File: src/hw/comparator_map.vh
// register map, field positions and timing counts of the comparator control block
`ifndef COMPARATOR_MAP_VH
`define COMPARATOR_MAP_VH

// ****************************************************************
// register indices (byte address is four times the index)
// ****************************************************************
`define CMP1_CONTROL_IDX 14'h04C0
`define CMP1_REFERENCE_IDX 14'h04C2
`define CMP2_CONTROL_IDX 14'h04C4
`define CMP2_REFERENCE_IDX 14'h04C6
`define CMP3_CONTROL_IDX 14'h04C8
`define CMP3_REFERENCE_IDX 14'h04CA
`define CMP4_CONTROL_IDX 14'h04CC
`define CMP4_REFERENCE_IDX 14'h04CE

// ****************************************************************
// control register fields
// ****************************************************************
`define MODULE_ENABLE_BIT 15
`define STOP_IN_IDLE_BIT 13
`define INPUT_SELECT_HI 7
`define INPUT_SELECT_LO 6
`define EXT_REF_BIT 5
`define OUTPUT_STATE_BIT 3
`define POLARITY_BIT 1
`define RANGE_BIT 0
`define CONTROL_WRITE_MASK 16'hA0E3

// ****************************************************************
// reference register fields
// ****************************************************************
`define REF_CODE_HI 9
`define REF_CODE_LO 0
`define REFERENCE_WRITE_MASK 16'h03FF

// ****************************************************************
// reset values
// ****************************************************************
`define CONTROL_RESET 16'h0000
`define REFERENCE_RESET 16'h0000

// ****************************************************************
// timing
// ****************************************************************
`define CLK_PERIOD_NS 8
`define GLITCH_MIN_NS 66
`define GLITCH_CYCLES ((`GLITCH_MIN_NS + `CLK_PERIOD_NS - 1) / `CLK_PERIOD_NS)
`define FILT_CNT_W 4

`endif

File: src/hw/comparator_digital_control.v
// digital control and output conditioning for a bank of four analog comparators
//
// Overview of operation
// - filter out comparator pulses shorter than nine cycles
// - sleep or idle bypasses the filter for wake
// - stop-in-idle bit halts comparator during idle
// - any stop-in-idle bit halts whole group
// - one cycle pulse triggers ADC and interrupt
// - enable bit powers comparator and DAC
// - two bit field picks positive input pin
// - external reference bit routes external reference
// - status bit shows polarity adjusted output
// - polarity bit inverts comparator output
// - range bit picks DAC full scale
// - ten bit reference code drives DAC
// - reference register upper bits read zero
// - unused control bits read zero
// - per comparator adjacent registers, reset zero
// - selected pin digital buffer off when enabled
// - conditioned output feeds several consumers together
// - negative input fixed to DAC output
`include "comparator_map.vh"
`timescale 1ns/1ns
`default_nettype none

module comparator_digital_control #(
	parameter ADR_W = 16
) (
	// clock and reset
	input wire core_clk,
	input wire arst_n,
	// wishbone slave
	input wire wb_cyc_i,
	input wire wb_stb_i,
	input wire wb_we_i,
	input wire [ADR_W-1:0] wb_adr_i,
	input wire [3:0] wb_sel_i,
	input wire [31:0] wb_dat_i,
	output reg [31:0] wb_dat_o,
	output reg wb_ack_o,
	// power mode from the clock controller
	input wire sleep_mode,
	input wire idle_mode,
	// raw analog comparator outputs
	input wire [3:0] comp_raw,
	// analog control
	output reg [3:0] comp_power_on,
	output reg [3:0] dac_power_on,
	output reg [7:0] input_source_select,
	output reg [3:0] external_reference_select,
	output reg [3:0] range_high,
	output reg [39:0] reference_code,
	output reg [15:0] pad_digital_in_off,
	// conditioned outputs
	output reg [3:0] comp_level,
	output reg [3:0] adc_trigger,
	output reg [3:0] irq_request,
	output reg [3:0] wake_request
);

	// ****************************************************************
	// decode
	// ****************************************************************
	localparam integer FILT_CYCLES = `GLITCH_CYCLES;
	localparam [`FILT_CNT_W-1:0] FILT_LAST = FILT_CYCLES[`FILT_CNT_W-1:0] - 1'b1;

	// {hit, is_reference, comparator[1:0]}
	function [3:0] decode;
		input [13:0] idx;
		begin
			case (idx)
				`CMP1_CONTROL_IDX: decode = 4'b1000;
				`CMP1_REFERENCE_IDX: decode = 4'b1100;
				`CMP2_CONTROL_IDX: decode = 4'b1001;
				`CMP2_REFERENCE_IDX: decode = 4'b1101;
				`CMP3_CONTROL_IDX: decode = 4'b1010;
				`CMP3_REFERENCE_IDX: decode = 4'b1110;
				`CMP4_CONTROL_IDX: decode = 4'b1011;
				`CMP4_REFERENCE_IDX: decode = 4'b1111;
				default: decode = 4'b0000;
			endcase
		end
	endfunction

	// byte-lane merge of a 16-bit register
	function [15:0] merge;
		input [15:0] old;
		input [15:0] wr;
		input [1:0] sel;
		input [15:0] mask;
		reg [15:0] m;
		begin
			m = {{8{sel[1]}}, {8{sel[0]}}} & mask;
			merge = (old & ~m) | (wr & m);
		end
	endfunction

	// ****************************************************************
	// reset release
	// ****************************************************************
	reg [1:0] rst_sync_r;
	wire rst_n;

	always @(posedge core_clk or negedge arst_n) begin
		if (!arst_n) begin
			rst_sync_r <= 2'b00;
		end else begin
			rst_sync_r <= {rst_sync_r[0], 1'b1};
		end
	end
	assign rst_n = rst_sync_r[1];

	// ****************************************************************
	// registers
	// ****************************************************************
	reg [15:0] control_r [0:3];
	reg [15:0] refcode_r [0:3];
	reg [3:0] state_r;
	wire [13:0] word_idx;
	wire [3:0] dec;
	wire bus_req;
	wire bus_wr;
	// one loop index per process, so no variable has two drivers
	integer i_reg;
	integer i_pwr;
	integer i_drv;
	integer i_syn;
	integer i_flt;
	integer i_pol;

	assign word_idx = wb_adr_i[15:2];
	assign dec = decode(word_idx);
	assign bus_req = wb_cyc_i & wb_stb_i;
	// write lands on the edge where the master sees ack
	assign bus_wr = bus_req & wb_we_i & wb_ack_o & dec[3];

	always @(posedge core_clk or negedge rst_n) begin
		if (!rst_n) begin
			for (i_reg = 0; i_reg < 4; i_reg = i_reg + 1) begin
				control_r[i_reg] <= `CONTROL_RESET;
				refcode_r[i_reg] <= `REFERENCE_RESET;
			end
		end else if (bus_wr) begin
			if (dec[2]) begin
				refcode_r[dec[1:0]] <= merge(refcode_r[dec[1:0]], wb_dat_i[15:0],
					wb_sel_i[1:0], `REFERENCE_WRITE_MASK);
			end else begin
				control_r[dec[1:0]] <= merge(control_r[dec[1:0]], wb_dat_i[15:0],
					wb_sel_i[1:0], `CONTROL_WRITE_MASK);
			end
		end
	end

	// ****************************************************************
	// wishbone answer
	// ****************************************************************
	reg [15:0] rd_val;

	always @* begin
		rd_val = 16'h0000;
		if (dec[3]) begin
			if (dec[2]) begin
				rd_val = refcode_r[dec[1:0]] & `REFERENCE_WRITE_MASK;
			end else begin
				rd_val = control_r[dec[1:0]] & `CONTROL_WRITE_MASK;
				rd_val[`OUTPUT_STATE_BIT] = state_r[dec[1:0]] ^
					control_r[dec[1:0]][`POLARITY_BIT];
			end
		end
	end

	always @(posedge core_clk or negedge rst_n) begin
		if (!rst_n) begin
			wb_ack_o <= 1'b0;
			wb_dat_o <= 32'h0000_0000;
		end else begin
			wb_ack_o <= bus_req & ~wb_ack_o;
			// unmapped reads answer zero, unmapped writes are dropped
			if (bus_req & ~wb_ack_o) begin
				wb_dat_o <= {16'h0000, rd_val};
			end
		end
	end

	// ****************************************************************
	// power and idle control
	// ****************************************************************
	reg [3:0] sidl_bits;
	reg [3:0] enabled;
	wire group_stop;
	wire [3:0] active;

	always @* begin
		sidl_bits = 4'h0;
		enabled = 4'h0;
		for (i_pwr = 0; i_pwr < 4; i_pwr = i_pwr + 1) begin
			sidl_bits[i_pwr] = control_r[i_pwr][`STOP_IN_IDLE_BIT];
			enabled[i_pwr] = control_r[i_pwr][`MODULE_ENABLE_BIT];
		end
	end

	// one shared stop keeps the clock gating simple for the group
	assign group_stop = idle_mode & (|sidl_bits);
	// registers are untouched by the stop, so leaving idle resumes at once
	assign active = enabled & {4{~group_stop}};

	// ****************************************************************
	// analog side drive
	// ****************************************************************
	always @(posedge core_clk or negedge rst_n) begin
		if (!rst_n) begin
			comp_power_on <= 4'h0;
			dac_power_on <= 4'h0;
		end else begin
			comp_power_on <= active;
			dac_power_on <= active;
		end
	end

	always @(posedge core_clk or negedge rst_n) begin
		if (!rst_n) begin
			input_source_select <= 8'h00;
			external_reference_select <= 4'h0;
			range_high <= 4'h0;
			reference_code <= 40'h00_0000_0000;
			pad_digital_in_off <= 16'h0000;
		end else begin
			for (i_drv = 0; i_drv < 4; i_drv = i_drv + 1) begin
				input_source_select[2*i_drv +: 2] <=
					control_r[i_drv][`INPUT_SELECT_HI:`INPUT_SELECT_LO];
				external_reference_select[i_drv] <= control_r[i_drv][`EXT_REF_BIT];
				range_high[i_drv] <= control_r[i_drv][`RANGE_BIT];
				reference_code[10*i_drv +: 10] <=
					refcode_r[i_drv][`REF_CODE_HI:`REF_CODE_LO];
				// analog levels would burn current in a live digital buffer
				pad_digital_in_off[4*i_drv +: 4] <= {4{enabled[i_drv]}} &
					(4'h1 << control_r[i_drv][`INPUT_SELECT_HI:`INPUT_SELECT_LO]);
			end
		end
	end

	// ****************************************************************
	// input synchroniser
	// ****************************************************************
	reg [3:0] sync1_r;
	reg [3:0] sync2_r;
	reg [3:0] sync3_r;
	reg [3:0] raw_r;

	always @(posedge core_clk or negedge rst_n) begin
		if (!rst_n) begin
			sync1_r <= 4'h0;
			sync2_r <= 4'h0;
			sync3_r <= 4'h0;
			raw_r <= 4'h0;
		end else begin
			sync1_r <= comp_raw;
			sync2_r <= sync1_r;
			sync3_r <= sync2_r;
			for (i_syn = 0; i_syn < 4; i_syn = i_syn + 1) begin
				if (sync2_r[i_syn] == sync3_r[i_syn]) begin
					raw_r[i_syn] <= sync3_r[i_syn];
				end
			end
		end
	end

	// ****************************************************************
	// glitch filter
	// ****************************************************************
	reg [`FILT_CNT_W-1:0] cnt_r [0:3];
	wire low_power;

	assign low_power = sleep_mode | idle_mode;

	always @(posedge core_clk or negedge rst_n) begin
		if (!rst_n) begin
			state_r <= 4'h0;
			for (i_flt = 0; i_flt < 4; i_flt = i_flt + 1) begin
				cnt_r[i_flt] <= {`FILT_CNT_W{1'b0}};
			end
		end else begin
			for (i_flt = 0; i_flt < 4; i_flt = i_flt + 1) begin
				if (!active[i_flt]) begin
					state_r[i_flt] <= 1'b0;
					cnt_r[i_flt] <= {`FILT_CNT_W{1'b0}};
				end else if (low_power) begin
					state_r[i_flt] <= raw_r[i_flt];
					cnt_r[i_flt] <= {`FILT_CNT_W{1'b0}};
				end else if (raw_r[i_flt] == state_r[i_flt]) begin
					cnt_r[i_flt] <= {`FILT_CNT_W{1'b0}};
				end else if (cnt_r[i_flt] == FILT_LAST) begin
					state_r[i_flt] <= raw_r[i_flt];
					cnt_r[i_flt] <= {`FILT_CNT_W{1'b0}};
				end else begin
					cnt_r[i_flt] <= cnt_r[i_flt] + 1'b1;
				end
			end
		end
	end

	// ****************************************************************
	// polarity and pulse generation
	// ****************************************************************
	reg [3:0] pol;
	reg [3:0] level_prev_r;
	wire [3:0] level;
	wire [3:0] rise;

	always @* begin
		pol = 4'h0;
		for (i_pol = 0; i_pol < 4; i_pol = i_pol + 1) begin
			pol[i_pol] = control_r[i_pol][`POLARITY_BIT];
		end
	end

	assign level = (state_r ^ pol) & active;
	assign rise = level & ~level_prev_r;

	always @(posedge core_clk or negedge rst_n) begin
		if (!rst_n) begin
			level_prev_r <= 4'h0;
			comp_level <= 4'h0;
		end else begin
			level_prev_r <= level;
			comp_level <= level;
		end
	end

	// trigger and interrupt share one edge so consumers never disagree
	always @(posedge core_clk or negedge rst_n) begin
		if (!rst_n) begin
			adc_trigger <= 4'h0;
		end else begin
			adc_trigger <= rise;
		end
	end

	always @(posedge core_clk or negedge rst_n) begin
		if (!rst_n) begin
			irq_request <= 4'h0;
		end else begin
			irq_request <= rise;
		end
	end

	// wake still needs the clock: only the filter is skipped in low power
	always @(posedge core_clk or negedge rst_n) begin
		if (!rst_n) begin
			wake_request <= 4'h0;
		end else begin
			wake_request <= rise & {4{low_power}};
		end
	end

endmodule // comparator_digital_control

`default_nettype wire

File: config.mk
export PLATFORM = sky130hd
export DESIGN_NAME = comparator_digital_control
export DESIGN_NICKNAME = d
export VERILOG_FILES = /design/src/hw/comparator_digital_control.v
export VERILOG_INCLUDE_DIRS = /design/src /design/src/hw
export SDC_FILE = /design/constraint.sdc
export NUM_CORES = 1
export LEC_CHECK = 0
export BUFFER_PORTS_ARGS = -buffer_cell sky130_fd_sc_hd__buf_2
export CAP_MARGIN = 10
export CORE_MARGIN = 5
export CORE_UTILIZATION = 45
export CTS_CLUSTER_DIAMETER = 40
export DETAILED_ROUTE_END_ITERATION = 8
export HOLD_SLACK_MARGIN = 0.06
export PLACE_DENSITY = 0.73
export SYNTH_ARGS = -nofsm -noshare
export SYNTH_HDL_FRONTEND = slang
export SYNTH_SLANG_ARGS = --single-unit
File: constraint.sdc
create_clock -name core_clk -period 16.8 [get_ports core_clk]
set_clock_uncertainty 0.05 [all_clocks]
set_input_delay 2.52 -clock core_clk [delete_from_list [all_inputs] [get_ports core_clk]]
set_output_delay 2.52 -clock core_clk [all_outputs]
set_load 0.01 [all_outputs]
# Word level (Yosys, flattened, before mapping)

Cells that the tools add are included.

Bits in registers: 271
Input port bits: 63

Add/subtract/negate cells: 4
Magnitude comparators: 3
Equality and inequality tests: 28
Shifts and indexed selects: 4
Multiplexer cells: 47
Bitwise gates (word level): 30
Reductions and logical operators: 8

Operators by type and width:

| cell                 | number |
|---|---|
| $bwmux 64            | 2 |
| $eq 14x11->1 const B | 8 |
| $mux 16              | 7 |
| $bmux 16 s2          | 2 |
| $mux 4               | 16 |
| $and 16x16->16       | 3 |
| $and 4x4->4          | 8 |
| $demux 16 s2         | 1 |
| $or 16x16->16        | 2 |
| $pmux 4 s8           | 1 |
| $mux 1               | 17 |
| $add 4x1->4 const B  | 4 |
| $and 16x10->16       | 1 |
| $eq 4x4->1 const B   | 4 |
| $not 10->16          | 1 |
| $not 16->16          | 1 |
| $shl 1x2->4 const A  | 4 |
| $ne 3x1->1 const B   | 4 |
| $ne 3x3->1 const B   | 4 |
| $reduce_and 2->1     | 6 |
| $eq 1x1->1           | 8 |
| $and 1x1->1          | 6 |
| $not 4->4            | 1 |
| $reduce_or 4->1      | 1 |
| other kinds (10)     | 12 |

# Depth between registers and ports, before layout

Depth in word-level cells: 9
Mapped depth: 8
Mapped depth without buffers: 6

# Worst setup path before layout

Ideal clock, no wire load.

Path kind: input port to flip-flop
Start point: in wb_adr_i[11]
End point: reg refcode_r[32] (netlist bit)
Library setup time: 125 ps
Data arrival time: 3,943 ps
Path slack: 12,682 ps
Cell stages on the path: 6
Path buffers: 1
Cells stage by stage: nor4b_4 and4_1 buf_4 nand4_2 nor2_2 mux2_2

Longest elaborated chain between the ends: 9
Elaborated cells between the ends (all ways): 23

RTL lines:

| item                          | RTL line                         | source |
|---|---|---|
| start, declared               | comparator_digital_control.v:36  | `input wire [ADR_W-1:0] wb_adr_i,` |
| $eq 14x11->1                  | comparator_digital_control.v:71  | `case (idx)` |
| $pmux 4 s8 (*)                | comparator_digital_control.v:71  |  |
| $not 2->3                     | comparator_digital_control.v:145 | `refcode_r[dec[1:0]] <= merge(refcode_r[dec[1:0]], wb_dat_i[15:0],` |
| $bmux 16 s2                   | comparator_digital_control.v:145 |  |
| $mux 16 (2 in series)         | n/a                              |  |
| $and 16x16->16                | comparator_digital_control.v:94  | `merge = (old & ~m) \| (wr & m);` |
| $or 16x16->16                 | comparator_digital_control.v:94  |  |
| $bwmux 64                     | comparator_digital_control.v:145 |  |
| end signal, assigned by index | comparator_digital_control.v:141 | `` refcode_r[i_reg] <= `REFERENCE_RESET; `` |
| end signal, assigned by index | comparator_digital_control.v:145 |  |
| end, declared                 | comparator_digital_control.v:117 | `reg [15:0] refcode_r [0:3];` |

Every way passes the cells marked *; elsewhere a longest branch is shown, timed or not. The select of a mux whose other input is x is not followed.
A chain may end at the register's enable or synchronous reset.

# Worst setup path after layout

Start point: in wb_adr_i[11]
End point: reg refcode_r[56] (netlist bit)

The elaborated chain is that of the path after synthesis.

==> results.cfg <==
[run_status]
outcome = finished, final reports clean

[timing]
setup_total_negative_slack_ns = 0
unrepaired_setup_endpoints_after_global_routing = no
finalWorstSetupSlack_ns = 11.88
whs_ns = 0.294
worst-slew-pin-transition_ns = 1.09
final_max_tran_viols = 0
fmaxAchievable_ghz = 0.203
finalSetupViolCount = 0
period_share_pct = 29.3
timing.slew.headroom_pct = 27.0
fin_crit_ns = 4.92
finalHoldViolCount = 0

[global_route]
groute.layer.met1.usage_pct = 25.8
global_route.usage.met2_pct = 28.3
grt_max_degree = 81
grt_use_total_pct = 18.2
grt_util_met3_pct = 4.04
grt-ovfl-total = 0
first_global_vias = 5555
top_usage_layer = met2
grt_pass1_wl_um = 30200
grt_antenna_before_repair = 1

[synthesis]
fraction_of_the_yosys_area_taken_by_sequential_cells_pct = 63.4
yosys.cell_types.count = 51
yosys-top-cells-area = sky130_fd_sc_hd__dfrtp_1, sky130_fd_sc_hd__mux2_2, sky130_fd_sc_hd__o21ai_0
netlist.top_cell.by_area = sky130_fd_sc_hd__dfrtp_1
synth_top_family_by_area = simple AND/OR/NAND/NOR gates
postSynthAreaPerCell_sq_um = 12.3
share_of_flip_flops_with_an_asynchronous_set_or_reset_pct = 100
muxShareOfSynthArea_pct = 6.95
post-synth-top-count-cell = sky130_fd_sc_hd__dfrtp_1
netlist_area_sq_um = 8170
synth-adder-area-share_pct = 1.72
yosys.area.top_type_share_pct = 63.4
synthTopCellsByCount = sky130_fd_sc_hd__dfrtp_1, sky130_fd_sc_hd__nand2_1, sky130_fd_sc_hd__o21ai_0
synthFlopType = sky130_fd_sc_hd__dfrtp_1
netlist_instances = 662
synth_edf_count = 0
synth-seq-cells = 207
yosys_warnings = 0
yosys.area_share.simple_pct = 10.6
synth-compound-area-share_pct = 10.3
yosys.area_share.xor_xnor_pct = 1.82

[critical_path]
end_kind = flop
setup.worst_path.start_class = input pin
worst_ep_arrival_time_ns = 5.28
crit_fanout = 23
worst-setup-path-type = in -> reg
required_time_reported_for_the_critical_path_endpoint_ns = 17.15

[worst_hold_path]
hold_path_class = reg -> reg

[route]
routed_via_density = 5.32
number_of_vias_after_detailed_routing = 5597
detail_route.wl_per_cell_um = 18.0
firstDrtPassIters = 7
postRouteAntennaNets = 0
dr.first_iter.drc_count = 373
wirelength_um = 18900
drt_drc_violations_left = 0

[die]
core_sq_um = 17900
fp.dieArea_sq_um = 20900
initial_core_utilization_pct = 45.6
fp.dieW_um = 145
rows = 49
num_ports = 192
die_h_um = 145

[clock_network]
clock_insertion_delay_worst_skew_ns = 0.52
cts_resized = 0
holdBufCountCts = 0
clockBufferDepth = 3
cts_buffers = 28
worst_setup_hold_path_clk_slew_ns = 0.05
clock-root-buffer = sky130_fd_sc_hd__clkbuf_16
h-tree-depth = 1
cts_post_setup_buffers_inserted = 0
clock_sinks = 207
cts_tree = done

[place]
dp_slack_ns = 11.33
place_inst = 1002
globalplace.congestion = 0.826
dp_hpwl_um = 12600
port-buffer-count = 147

[final_layout]
layout.cells.non_filler = 1052
n_antenna_cell = 0
register_area_sq_um = 5180
final_layout_size_suffix_gt1_share_pct = 30.3
final_core_utilization_pct = 55.3
n_fill_cell = 1509
multi_input_area_sq_um = 2640
syn_to_final_growth_pct = 21.1
number_of_nets_in_the_finished_design = 874

[pwr]
leakagePower_uw = 0.00522
cellPowerDensity_nw_per_um2 = 114
vdd.ir_drop.worst_v = 0.0000827

[flow_run]
timing.max_cap.violations = 0
[placed cells by master (no fill, tap or decap), types with 8 or more instances in the layout]
master / n
sky130_fd_sc_hd__o21ai_0: 58
sky130_fd_sc_hd__conb_1: 21
sky130_fd_sc_hd__a22oi_1: 11
sky130_fd_sc_hd__nand4_1: 10
sky130_fd_sc_hd__xor2_1: 13
sky130_fd_sc_hd__ha_1: 8
sky130_fd_sc_hd__nand3_1: 16
sky130_fd_sc_hd__mux2i_1: 8
sky130_fd_sc_hd__nand2_1: 65
sky130_fd_sc_hd__mux2_2: 42
sky130_fd_sc_hd__inv_1: 16
sky130_fd_sc_hd__nor2_1: 32
sky130_fd_sc_hd__dfrtp_1: 206
sky130_fd_sc_hd__o2bb2ai_1: 11
sky130_fd_sc_hd__buf_2: 147
sky130_fd_sc_hd__clkbuf_16: 29
[cells by family (layout without fill, tap and decap cells)]
family | after synthesis | count (layout)
adder cells (fa/ha/maj) | 12 | 12
XOR/XNOR | 17 | 17
buffers and inverters | 76 | 218
AO/OA/AOI/OAI | 126 | 126
other | 2 | 21
flip-flops | 207 | 207
AND/OR/NAND/NOR | 171 | 171
multiplexers | 51 | 51
[cell type report]
class / count / area share [%]
inverter: 17 / 0.645
clock inverter: 15 / 1.63
timing repair buffer: 151 / 7.74
sequential: 207 / 52.4
clock buffer: 35 / 7.97
tap: 229 / 2.90
multi-input combinational: 398 / 26.7
[worst max-delay path: stages]
cell and delay, ns:
sky130_fd_sc_hd__buf_2 0.11, sky130_fd_sc_hd__nor4b_4 0.32, sky130_fd_sc_hd__and4_1 0.89, sky130_fd_sc_hd__nand4_1 0.89, sky130_fd_sc_hd__mux2_2 0.54
[where the power goes]
group	switching (uW)	total, uW	internal (uW)
registers	4.51	506	502
clock network	222	589	367
logic	24.0	32.9	8.84
[metrics by stage]
| stage | instance area [sq um] | power, uW |
|---|---|---|
| 6_report | 9890 | 1130 |
| 4_1_cts | 9890 | 1140 |
| 2_1_floorplan | 8240 | 539 |
| 3_3_place_gp | 8940 | 548 |
| 3_5_place_dp | 8940 | 548 |
| 5_1_grt | 9890 | 1170 |
[layer usage]
metal / wire length [um] / vias to the layer above
li1: - / 2562
met1: 8190 / 2809
met2: 8910 / 191
met3: 1400 / 33
met4: 397 / 2
met5: 11 / -
[registers in the layout, summed over array words and instances (netlist names), 8 cells and up]
signal,cells
input_source_select,8
control_r,28
reference_code,40
refcode_r,40
cnt_r,16
wb_dat_o,12
pad_digital_in_off,16
[final timing paths]
| path | end | depth (start not counted) | slack, ns | from |
|---|---|---|---|---|
| max | refcode_r[56] | 5 | 11.88 | wb_adr_i[11] |
| min | sync2_r[3] | 0 | 0.29 | sync1_r[3] |
| max reg2reg | refcode_r[56] | 4 | 14.46 | wb_ack_o |
| min reg2reg | sync2_r[3] | 0 | 0.29 | sync1_r[3] |
| max in group asynchronous | rst_sync_r[1] | 1 | 14.86 | arst_n |
| min in group asynchronous | level_prev_r[0] | 0 | 0.33 | rst_sync_r[1] |
(Power assumes the default switching activity.)
